===== src/rtl/ccd_defs.svh =====
`ifndef CCD_DEFS_SVH
`define CCD_DEFS_SVH

// Register bus
`define CCD_ADDR_W        4
`define CCD_DATA_W        16
`define CCD_ADDR_RSVD     4'h5
`define CCD_ADDR_CFG      4'h6
`define CCD_ADDR_THR      4'h7
`define CCD_ADDR_STAT     4'hE
`define CCD_ADDR_MASK     4'hF
`define CCD_RD_ZERO       16'h0000

// Reset values
`define CCD_RST_RSVD      16'h0000
`define CCD_RST_CFG       16'h0600
`define CCD_RST_THR       16'h0000
`define CCD_RST_EVT       2'h0

// Event bits in status and mask
`define CCD_EVT_W         2
`define CCD_EVT_DETECT    0
`define CCD_EVT_WINDOW    1

// Conversion data
`define CCD_NCH           3
`define CCD_RES_W         24
`define CCD_THR_PAD       8'h00

// Counter widths and seeds
`define CCD_SETTLE_W      17
`define CCD_SETTLE_BASE   17'h0_0002
`define CCD_SETTLE_ONE    17'h0_0001
`define CCD_WIN_W         12
`define CCD_WIN_ONE       12'h001
`define CCD_HITS_W        8
`define CCD_HITS_BASE     8'h01

// Measurement window lengths in conversion periods
`define CCD_LEN_0         12'h080
`define CCD_LEN_1         12'h100
`define CCD_LEN_2         12'h200
`define CCD_LEN_3         12'h300
`define CCD_LEN_4         12'h500
`define CCD_LEN_5         12'h700
`define CCD_LEN_6         12'hA00
`define CCD_LEN_7         12'hE00

`endif


===== src/rtl/ccd_pkg.sv =====
`include "ccd_defs.svh"

package ccd_pkg;

    typedef enum logic [3:0] {
        CCD_IDLE    = 4'b0001,
        CCD_SETTLE  = 4'b0010,
        CCD_MEASURE = 4'b0100,
        CCD_DONE    = 4'b1000
    } ccd_state_t;

    typedef struct packed {
        logic [2:0] reserved;
        logic [3:0] chop_settle_delay;
        logic       chop_enable;
        logic       detect_all_channels;
        logic [2:0] detect_hit_count;
        logic [2:0] detect_window_length;
        logic       detect_enable;
    } ccd_cfg_t;

    typedef struct packed {
        logic                                  valid;
        logic [`CCD_NCH-1:0][`CCD_RES_W-1:0]   data;
    } ccd_conv_t;

endpackage


===== src/rtl/ccd_down_counter.sv =====
`timescale 1ns/1ps
`include "ccd_defs.svh"

module ccd_down_counter #(
    parameter int W = 8
) (
    input  wire logic         clk_i,    // System clock
    input  wire logic         rst_n_i,  // Async reset, active low
    input  wire logic         load_i,   // Load start value
    input  wire logic [W-1:0] value_i,  // Start value
    input  wire logic         dec_i,    // Count one down
    output logic      [W-1:0] count_o,  // Current count
    output logic              zero_o    // Count is zero
);

    logic [W-1:0] count;

    // Load wins over decrement; stops at zero
    always_ff @(posedge clk_i or negedge rst_n_i) begin
        if (!rst_n_i) begin
            count <= '0;
        end else if (load_i) begin
            count <= value_i;
        end else if (dec_i && (count != '0)) begin
            count <= count - {{(W-1){1'b0}}, 1'b1};
        end
    end

    assign count_o = count;
    assign zero_o  = (count == '0);

endmodule


===== src/rtl/ccd_config_top.sv =====
// Decided for this implementation: the plain strobed port.
`timescale 1ns/1ps
`include "ccd_defs.svh"

module ccd_config_top (
    input  wire logic                   MCLK_I,      // 50 MHz clock
    input  wire logic                   RESET_N_I,   // Async reset, low
    input  wire logic [`CCD_ADDR_W-1:0] ADDR_I,      // Register address
    input  wire logic [`CCD_DATA_W-1:0] WDATA_I,     // Write data
    input  wire logic                   WR_I,        // Write strobe
    input  wire logic                   RD_I,        // Read strobe
    output logic      [`CCD_DATA_W-1:0] RDATA_O,     // Read data, next cycle
    input  wire logic                   MOD_TICK_I,  // Modulator clock enable
    input  wire ccd_pkg::ccd_conv_t     CONV_I,      // Conversion results
    output logic                        IRQ_O,       // Interrupt level
    output logic                        DETECT_O,    // Detection pulse
    output logic                        CHOP_ENABLE_O, // Global chop on
    output logic                        MEASURING_O  // Window running
);

    logic [`CCD_DATA_W-1:0]  rsvd_word;
    ccd_pkg::ccd_cfg_t       cfg;
    logic [`CCD_DATA_W-1:0]  thr_high;
    logic [`CCD_EVT_W-1:0]   status;
    logic [`CCD_EVT_W-1:0]   mask;
    logic [`CCD_EVT_W-1:0]   next_status;
    logic [`CCD_DATA_W-1:0]  rdata;
    logic                    irq;
    logic                    detect;
    logic                    measuring;

    ccd_pkg::ccd_state_t     state;
    ccd_pkg::ccd_state_t     next_state;
    logic                    load_settle;
    logic                    load_win;
    logic                    win_end;
    logic                    detect_ev;
    logic                    conv_take;
    logic                    hit;
    logic [`CCD_NCH-1:0]     exceed;
    logic [`CCD_RES_W-1:0]   thr_full;

    logic [`CCD_SETTLE_W-1:0] settle_len;
    logic                     settle_zero;
    logic [`CCD_WIN_W-1:0]    win_len;
    logic [`CCD_WIN_W-1:0]    win_cnt;
    logic [`CCD_HITS_W-1:0]   hits_len;
    logic [`CCD_HITS_W-1:0]   hits_cnt;

    wire wr_rsvd = WR_I && (ADDR_I == `CCD_ADDR_RSVD);
    wire wr_cfg  = WR_I && (ADDR_I == `CCD_ADDR_CFG);
    wire wr_thr  = WR_I && (ADDR_I == `CCD_ADDR_THR);
    wire wr_mask = WR_I && (ADDR_I == `CCD_ADDR_MASK);
    wire rd_stat = RD_I && (ADDR_I == `CCD_ADDR_STAT);

    always_ff @(posedge MCLK_I or negedge RESET_N_I) begin
        if (!RESET_N_I) begin
            rsvd_word <= `CCD_RST_RSVD;
        end else if (wr_rsvd) begin
            rsvd_word <= WDATA_I;
        end
    end

    // config word, reserved bits stored as written
    always_ff @(posedge MCLK_I or negedge RESET_N_I) begin
        if (!RESET_N_I) begin
            cfg <= ccd_pkg::ccd_cfg_t'(`CCD_RST_CFG);
        end else if (wr_cfg) begin
            cfg <= ccd_pkg::ccd_cfg_t'(WDATA_I);
        end
    end

    always_ff @(posedge MCLK_I or negedge RESET_N_I) begin
        if (!RESET_N_I) begin
            thr_high <= `CCD_RST_THR;
        end else if (wr_thr) begin
            thr_high <= WDATA_I;
        end
    end

    always_ff @(posedge MCLK_I or negedge RESET_N_I) begin
        if (!RESET_N_I) begin
            mask <= `CCD_RST_EVT;
        end else if (wr_mask) begin
            mask <= WDATA_I[`CCD_EVT_W-1:0];
        end
    end

    // Read clears, but an event in the same cycle survives
    always_comb begin
        next_status = rd_stat ? `CCD_RST_EVT : status;
        next_status[`CCD_EVT_DETECT] = next_status[`CCD_EVT_DETECT]
                                       | detect_ev;
        next_status[`CCD_EVT_WINDOW] = next_status[`CCD_EVT_WINDOW] | win_end;
    end

    always_ff @(posedge MCLK_I or negedge RESET_N_I) begin
        if (!RESET_N_I) begin
            status <= `CCD_RST_EVT;
            irq    <= 1'b0;
        end else begin
            status <= next_status;
            irq    <= |(next_status & mask);
        end
    end

    always_ff @(posedge MCLK_I or negedge RESET_N_I) begin
        if (!RESET_N_I) begin
            rdata <= `CCD_RD_ZERO;
        end else if (RD_I) begin
            case (ADDR_I)
                `CCD_ADDR_RSVD: rdata <= rsvd_word;
                `CCD_ADDR_CFG:  rdata <= cfg;
                `CCD_ADDR_THR:  rdata <= thr_high;
                `CCD_ADDR_STAT: rdata <= {{(`CCD_DATA_W-`CCD_EVT_W){1'b0}},
                                          status};
                `CCD_ADDR_MASK: rdata <= {{(`CCD_DATA_W-`CCD_EVT_W){1'b0}},
                                          mask};
                default:        rdata <= `CCD_RD_ZERO;
            endcase
        end
    end

    // settle wait is 2 shifted left by the code
    assign settle_len = `CCD_SETTLE_BASE << cfg.chop_settle_delay;
    // required exceedances are 1 shifted left by the code
    assign hits_len   = `CCD_HITS_BASE << cfg.detect_hit_count;

    always_comb begin
        case (cfg.detect_window_length)
            3'h0:    win_len = `CCD_LEN_0;
            3'h1:    win_len = `CCD_LEN_1;
            3'h2:    win_len = `CCD_LEN_2;
            3'h3:    win_len = `CCD_LEN_3;
            3'h4:    win_len = `CCD_LEN_4;
            3'h5:    win_len = `CCD_LEN_5;
            3'h6:    win_len = `CCD_LEN_6;
            default: win_len = `CCD_LEN_7;
        endcase
    end

    // low byte of the threshold is fixed at zero
    assign thr_full = {thr_high, `CCD_THR_PAD};

    // Magnitude of two's complement; the most negative code maps to 2^23
    for (genvar ch = 0; ch < `CCD_NCH; ch++) begin : g_cmp
        wire [`CCD_RES_W-1:0] d   = CONV_I.data[ch];
        wire [`CCD_RES_W-1:0] mag = d[`CCD_RES_W-1] ? (~d + 1'b1) : d;
        assign exceed[ch] = (mag > thr_full);
    end

    assign hit = cfg.detect_all_channels ? (&exceed) : (|exceed);
    assign conv_take = CONV_I.valid && (state == ccd_pkg::CCD_MEASURE);

    // chop inserts a settle phase, detect enable runs the engine
    always_comb begin
        next_state  = state;
        load_settle = 1'b0;
        load_win    = 1'b0;
        win_end     = 1'b0;
        detect_ev   = 1'b0;
        case (state)
            ccd_pkg::CCD_IDLE: begin
                if (cfg.detect_enable && cfg.chop_enable) begin
                    load_settle = 1'b1;
                    next_state  = ccd_pkg::CCD_SETTLE;
                end else if (cfg.detect_enable) begin
                    load_win   = 1'b1;
                    next_state = ccd_pkg::CCD_MEASURE;
                end
            end
            ccd_pkg::CCD_SETTLE: begin
                if (settle_zero) begin
                    load_win   = 1'b1;
                    next_state = ccd_pkg::CCD_MEASURE;
                end
            end
            // one detection per window, window ends after its length
            ccd_pkg::CCD_MEASURE: begin
                if (conv_take) begin
                    detect_ev = hit && (hits_cnt == `CCD_HITS_BASE);
                    if (win_cnt == `CCD_WIN_ONE) begin
                        win_end    = 1'b1;
                        next_state = ccd_pkg::CCD_DONE;
                    end
                end
            end
            ccd_pkg::CCD_DONE: begin
                next_state = ccd_pkg::CCD_IDLE;
            end
            default: begin
                next_state = ccd_pkg::CCD_IDLE;
            end
        endcase
        // Disabling detect aborts at once, no event is raised
        if (!cfg.detect_enable) begin
            next_state = ccd_pkg::CCD_IDLE;
            win_end    = 1'b0;
            detect_ev  = 1'b0;
        end
    end

    always_ff @(posedge MCLK_I or negedge RESET_N_I) begin
        if (!RESET_N_I) begin
            state <= ccd_pkg::CCD_IDLE;
        end else begin
            state <= next_state;
        end
    end

    always_ff @(posedge MCLK_I or negedge RESET_N_I) begin
        if (!RESET_N_I) begin
            detect        <= 1'b0;
            measuring     <= 1'b0;
        end else begin
            detect        <= detect_ev;
            measuring     <= (next_state == ccd_pkg::CCD_MEASURE);
        end
    end

    ccd_down_counter #(.W(`CCD_SETTLE_W)) u_settle (
        .clk_i   (MCLK_I),
        .rst_n_i (RESET_N_I),
        .load_i  (load_settle),
        .value_i (settle_len),
        .dec_i   (MOD_TICK_I && (state == ccd_pkg::CCD_SETTLE)),
        .count_o (),
        .zero_o  (settle_zero)
    );

    // conversion periods left in the window
    ccd_down_counter #(.W(`CCD_WIN_W)) u_window (
        .clk_i   (MCLK_I),
        .rst_n_i (RESET_N_I),
        .load_i  (load_win),
        .value_i (win_len),
        .dec_i   (conv_take),
        .count_o (win_cnt),
        .zero_o  ()
    );

    ccd_down_counter #(.W(`CCD_HITS_W)) u_hits (
        .clk_i   (MCLK_I),
        .rst_n_i (RESET_N_I),
        .load_i  (load_win),
        .value_i (hits_len),
        .dec_i   (conv_take && hit),
        .count_o (hits_cnt),
        .zero_o  ()
    );

    assign RDATA_O       = rdata;
    assign IRQ_O         = irq;
    assign DETECT_O      = detect;
    assign CHOP_ENABLE_O = cfg.chop_enable;
    assign MEASURING_O   = measuring;

    // Helper tallies, read only by the checks below
    logic [`CCD_SETTLE_W-1:0] settle_seen;
    logic [`CCD_SETTLE_W-1:0] settle_want;
    logic [`CCD_WIN_W-1:0]    conv_seen;
    logic [`CCD_WIN_W-1:0]    win_want;
    logic [`CCD_HITS_W-1:0]   hit_seen;
    logic [`CCD_HITS_W-1:0]   hit_want;

    always_ff @(posedge MCLK_I or negedge RESET_N_I) begin
        if (!RESET_N_I) begin
            settle_seen <= '0;
            settle_want <= '0;
            conv_seen   <= '0;
            win_want    <= '0;
            hit_seen    <= '0;
            hit_want    <= '0;
        end else begin
            if (load_settle) begin
                settle_seen <= '0;
                settle_want <= settle_len;
            end else if (MOD_TICK_I && (state == ccd_pkg::CCD_SETTLE)) begin
                settle_seen <= settle_seen + `CCD_SETTLE_ONE;
            end
            if (load_win) begin
                conv_seen <= '0;
                win_want  <= win_len;
                hit_seen  <= '0;
                hit_want  <= hits_len;
            end else if (conv_take) begin
                conv_seen <= conv_seen + `CCD_WIN_ONE;
                if (hit) begin
                    hit_seen <= hit_seen + `CCD_HITS_BASE;
                end
            end
        end
    end

    a_rsvd_store: assert property (
        @(posedge MCLK_I) disable iff (!RESET_N_I)
        wr_rsvd ##1 !wr_rsvd ##1 (RD_I && ADDR_I == `CCD_ADDR_RSVD && !WR_I)
        |=> RDATA_O == $past(WDATA_I, 3)
    ) else $error("Reserved word readback wrong");

    a_cfg_readback: assert property (
        @(posedge MCLK_I) disable iff (!RESET_N_I)
        (RD_I && ADDR_I == `CCD_ADDR_CFG) |=> RDATA_O == $past(cfg)
    ) else $error("Config readback wrong");

    a_settle_time: assert property (
        @(posedge MCLK_I) disable iff (!RESET_N_I)
        (state == ccd_pkg::CCD_SETTLE && settle_zero)
        |-> settle_seen == settle_want
    ) else $error("Settle wait length wrong");

    a_chop_bypass: assert property (
        @(posedge MCLK_I) disable iff (!RESET_N_I)
        (state == ccd_pkg::CCD_IDLE && cfg.detect_enable && !cfg.chop_enable)
        |=> state == ccd_pkg::CCD_MEASURE ##0 MEASURING_O
    ) else $error("Detect start without chop wrong");

    a_detect_off: assert property (
        @(posedge MCLK_I) disable iff (!RESET_N_I)
        !cfg.detect_enable |=> state == ccd_pkg::CCD_IDLE ##1 !DETECT_O
    ) else $error("Engine runs while disabled");

    a_all_channels: assert property (
        @(posedge MCLK_I) disable iff (!RESET_N_I)
        (conv_take && cfg.detect_all_channels && !(&exceed) && !load_win)
        |=> $stable(hits_cnt)
    ) else $error("Partial hit counted in all mode");

    a_hit_number: assert property (
        @(posedge MCLK_I) disable iff (!RESET_N_I)
        detect_ev |-> (hit_seen + `CCD_HITS_BASE) == hit_want
    ) else $error("Detection at wrong hit count");

    a_window_len: assert property (
        @(posedge MCLK_I) disable iff (!RESET_N_I)
        win_end |-> (conv_seen + `CCD_WIN_ONE) == win_want
    ) else $error("Window length wrong");

    a_below_thr: assert property (
        @(posedge MCLK_I) disable iff (!RESET_N_I)
        (conv_take && exceed == '0 && !load_win) |=> $stable(hits_cnt)
    ) else $error("Hit counted below threshold");

    a_detect_event: assert property (
        @(posedge MCLK_I) disable iff (!RESET_N_I)
        DETECT_O |-> ($past(state) == ccd_pkg::CCD_MEASURE)
                     && status[`CCD_EVT_DETECT]
    ) else $error("Detection outside window");

endmodule


===== config.mk =====
export PLATFORM = sky130hd
export DESIGN_NAME = ccd_config_top
export DESIGN_NICKNAME = d
export VERILOG_FILES = /design/src/rtl/ccd_pkg.sv /design/src/rtl/ccd_down_counter.sv /design/src/rtl/ccd_config_top.sv
export VERILOG_INCLUDE_DIRS = /design/src /design/src/rtl
export SDC_FILE = /design/constraint.sdc
export NUM_CORES = 1
export LEC_CHECK = 0
export BUFFER_PORTS_ARGS = -buffer_cell sky130_fd_sc_hd__clkbuf_2
export CAP_MARGIN = 20
export CORE_MARGIN = 2
export CORE_UTILIZATION = 60
export DETAILED_ROUTE_END_ITERATION = 6
export GPL_TIMING_DRIVEN = 0
export PLACE_DENSITY_LB_ADDON = 0.08
export SYNTH_ARGS = -nofsm -noshare
export SYNTH_HDL_FRONTEND = slang
export SYNTH_SLANG_ARGS = --single-unit

===== constraint.sdc =====
create_clock -name MCLK_I -period 8.45 [get_ports MCLK_I]
set_clock_uncertainty 0.1 [all_clocks]
set_input_delay 1.2675 -clock MCLK_I [delete_from_list [all_inputs] [get_ports MCLK_I]]
set_output_delay 1.2675 -clock MCLK_I [all_outputs]
set_load 0.01 [all_outputs]

==> impl_metrics.toml <==
[layout]
drive_above_1_share_pct = 21.21
mostFrequentLayoutCell = "clkbuf_2"
multi_input_area_um2 = 4923
syn_to_final_growth_pct = 13.74
n_fill_cell = 1089
antenna_cells = 0
postLayoutCoreUtil_pct = 69.73
nets = 1158
regArea_um2 = 2806
final_cell_mix = "114 x clkbuf_2, 109 x dfrtp_1, 70 x nand2_1, 60 x inv_1"

[min_path]
whs_path_depth = 1
hp-class = "flop to flop"

[synth]
ys_warn_count = 0
synth_nets = 1032
synthFlopType = "dfrtp_1"
synth_cells = 878
synth_area_um2 = 8087
synth_seq_cells = 112
synth_enable_flop_cells = 0
synthArstFlopShare_pct = 100.0
yosysSeqAreaShare_pct = 34.71
synth_cell_type_count = 77
synth.avg_cell_area_um2 = 9.210

[sta]
slew_headroom_pct = 34.87
finalCriticalPeriod_ns = 5.929
rsz0062_at_grt = "no"
worst_pin_slew_ns = 0.9695
drv_slew = 0
hold_viol = 0
tns_ns = 0
min_period_over_period_pct = 70.16
maxClockFrequency_mhz = 168.7
setup_viol = 0

[place]
dp_hpwl_um = 15340
place_congestion = 0.9117
port_buffers = 115

[routing]
drc = 6
avgRoutedWirePerCell_um = 17.25
drt_iter0_drc = 532
num_vias = 7265
ant_nets = 0
firstDrtPassIters = 7
avgViaCountPerCell = 6.131
drt_wl_total_um = 20440

[worst_setup_path]
crit_required_ns = 8.63
worstPathArrival_ns = 6.11
critical_path_class = "primary input to flop"
ff2ff_path_depth = 13
critPathMaxFanout = 9
worst_setup_path_end_kind = "flop"
cp-startpoint = "CONV_I[6]"
critPathLaunchType = "primary input"
reg2reg_from = "u_settle.count_o[0]"
r2r_slack_ns = 4.99
crit_path_end = "u_hits.count_o[7]"
r2r-end = "u_settle.count_o[9]"

[floorplanning]
die-area_um2 = 14420
core_um2 = 13190
ioPinCount = 118
row_count = 42
fp.dieW_um = 120.1
fp.dieH_um = 120.1
start_util_pct = 61.31

[cts]
hold_buffers = 0
cts_max_path_buffers = 2
cts.root.buffer_cell = "clkbuf_16"
cts_tree = "built"
clkTransAtPathRegs_ns = 0.08
postCtsSetupBuffers = 0
cts_num_sinks = 112
cts_resized = 0
cts-buffers-inserted = 9
insertion_delay_ns = 0.35
cts_max_level = 3

[grt]
antenna_found_initial = 0
grt_pass1_wl_um = 33220
grt_usage_pct = 28.76
grt_overflow = 0
grt_pass1_vias = 6865
grt_max_degree = 113

[power_and_ir_drop]
vdd_ir_drop_max_mv = 0.1343
power.density_nw_per_um2 = 214.2
p_leak_nw = 4.058

[run_status]
violations = "DRC"
status = "complete, but fails checks"

[flow_run]
drv_cap = 0
[cells in the mapped netlist (all sizes together), types with 8 or more instances]
library cell | number | area share [%]
xnor2 | 56 | 6.1
nand2 | 70 | 3.2
nor2b | 10 | 0.77
nor3 | 26 | 1.6
a31oi | 15 | 1.2
or4 | 15 | 1.6
nor4 | 12 | 1.0
clkbuf | 24 | 1.1
a21oi | 56 | 3.5
nor2 | 47 | 2.3
ha | 56 | 8.7
nand2b | 11 | 1.0
dfrtp | 109 | 34
inv | 60 | 2.8
o31ai | 25 | 2.5
mux2 | 51 | 7.1
or3 | 15 | 1.2
o211ai | 8 | 0.74
nand3 | 22 | 1.4
o41ai | 9 | 1.3
a222oi | 14 | 1.7
a21o | 11 | 1.0
nand4 | 11 | 0.85
o22ai | 18 | 1.4
o21ai | 34 | 2.2
[flip-flops by register name, summed over array words and instances, names as in the netlist, 4 cells and up]
register	count
RDATA_O	16
state	4
thr_high	16
u_settle.count_o	17
u_hits.count_o	8
cfg	15
rsvd_word	16
u_window.count_o	12
[metal layers]
metal	wire length [um]	track usage (%)	up-vias	part of all wire [%]
met1	9021	39.85	3465	44
met3	1196	3.755	31	5.9
li1	-	-	3535	-
met5	0	0	-	0
met2	9775	46.80	234	48
met4	442	9.485	0	2.2
[cells by family after synthesis]
family                     synth area share, %
and+or+nand+nor                          18.58
buffers and inverters                    4.410
AOI/OAI and AO/OA                        19.70
DFF                                      34.71
muxes                                    7.226
adders and majority gates                8.665
xor gates and xnor gates                 6.715
[cell type report]
type                       count  share of cell area, %
sequential                   112                  30.51
timing repair buffer         115                  6.353
multi-input combinational    675                  53.53
clock inverter                 5                 0.6938
buffer                        31                  1.428
clock buffer                  11                  2.639
inverter                      60                  2.449
tap                          176                  2.394
[critical path: stages]
cell and delay (ns):
clkbuf_2 0.11, or4_1 0.58, nor4_1 0.34, nand2b_1 0.12
or3_1 0.37, nand3b_1 0.21, o41ai_1 0.35, xnor2_1 0.12
ha_1 0.33, nand4_1 0.17, nor4_1 0.45, and3_1 0.22
o21ai_0 0.13, o41ai_4 0.47, o21ai_2 0.14, a21o_1 0.22
buf_6 0.14, a31o_2 0.22, a31oi_1 0.14
[per-stage QoR]
stage                     hold slack (ns)  area, um2  power (W)  worst slack, ns  std cells
final                              0.4119       9198   0.001970            2.521       1185
after global routing               0.4367       9198   0.002105            2.103       1185
after CTS                          0.4098       9198   0.001966            2.580       1185
after detailed placement           0.3933       8891   0.001521            2.229       1169
after global placement             0.3870       8882   0.001499            2.227       1169
after floorplan                    0.3577       8087   0.001300            2.884        878
[power breakdown]
part	total, W	switching [W]	internal [W]
Sequential	0.000800	0.000132	0.000668
Clock	0.000442	0.000201	0.000241
Combinational	0.000728	0.000409	0.000319
Total	0.00197	0.000742	0.00123
[worst min path at each step]
stage,startpoint,end,slack (ns)
finish,cfg[13],cfg[13],0.41
global route,cfg[13],cfg[13],0.44
CTS,rsvd_word[8],rsvd_word[8],0.41
detailed placement,rsvd_word[8],rsvd_word[8],0.39
global placement,cfg[14],cfg[14],0.39
floorplan,status[0],status[0],0.36
Power figures use the tool's default switching activity.
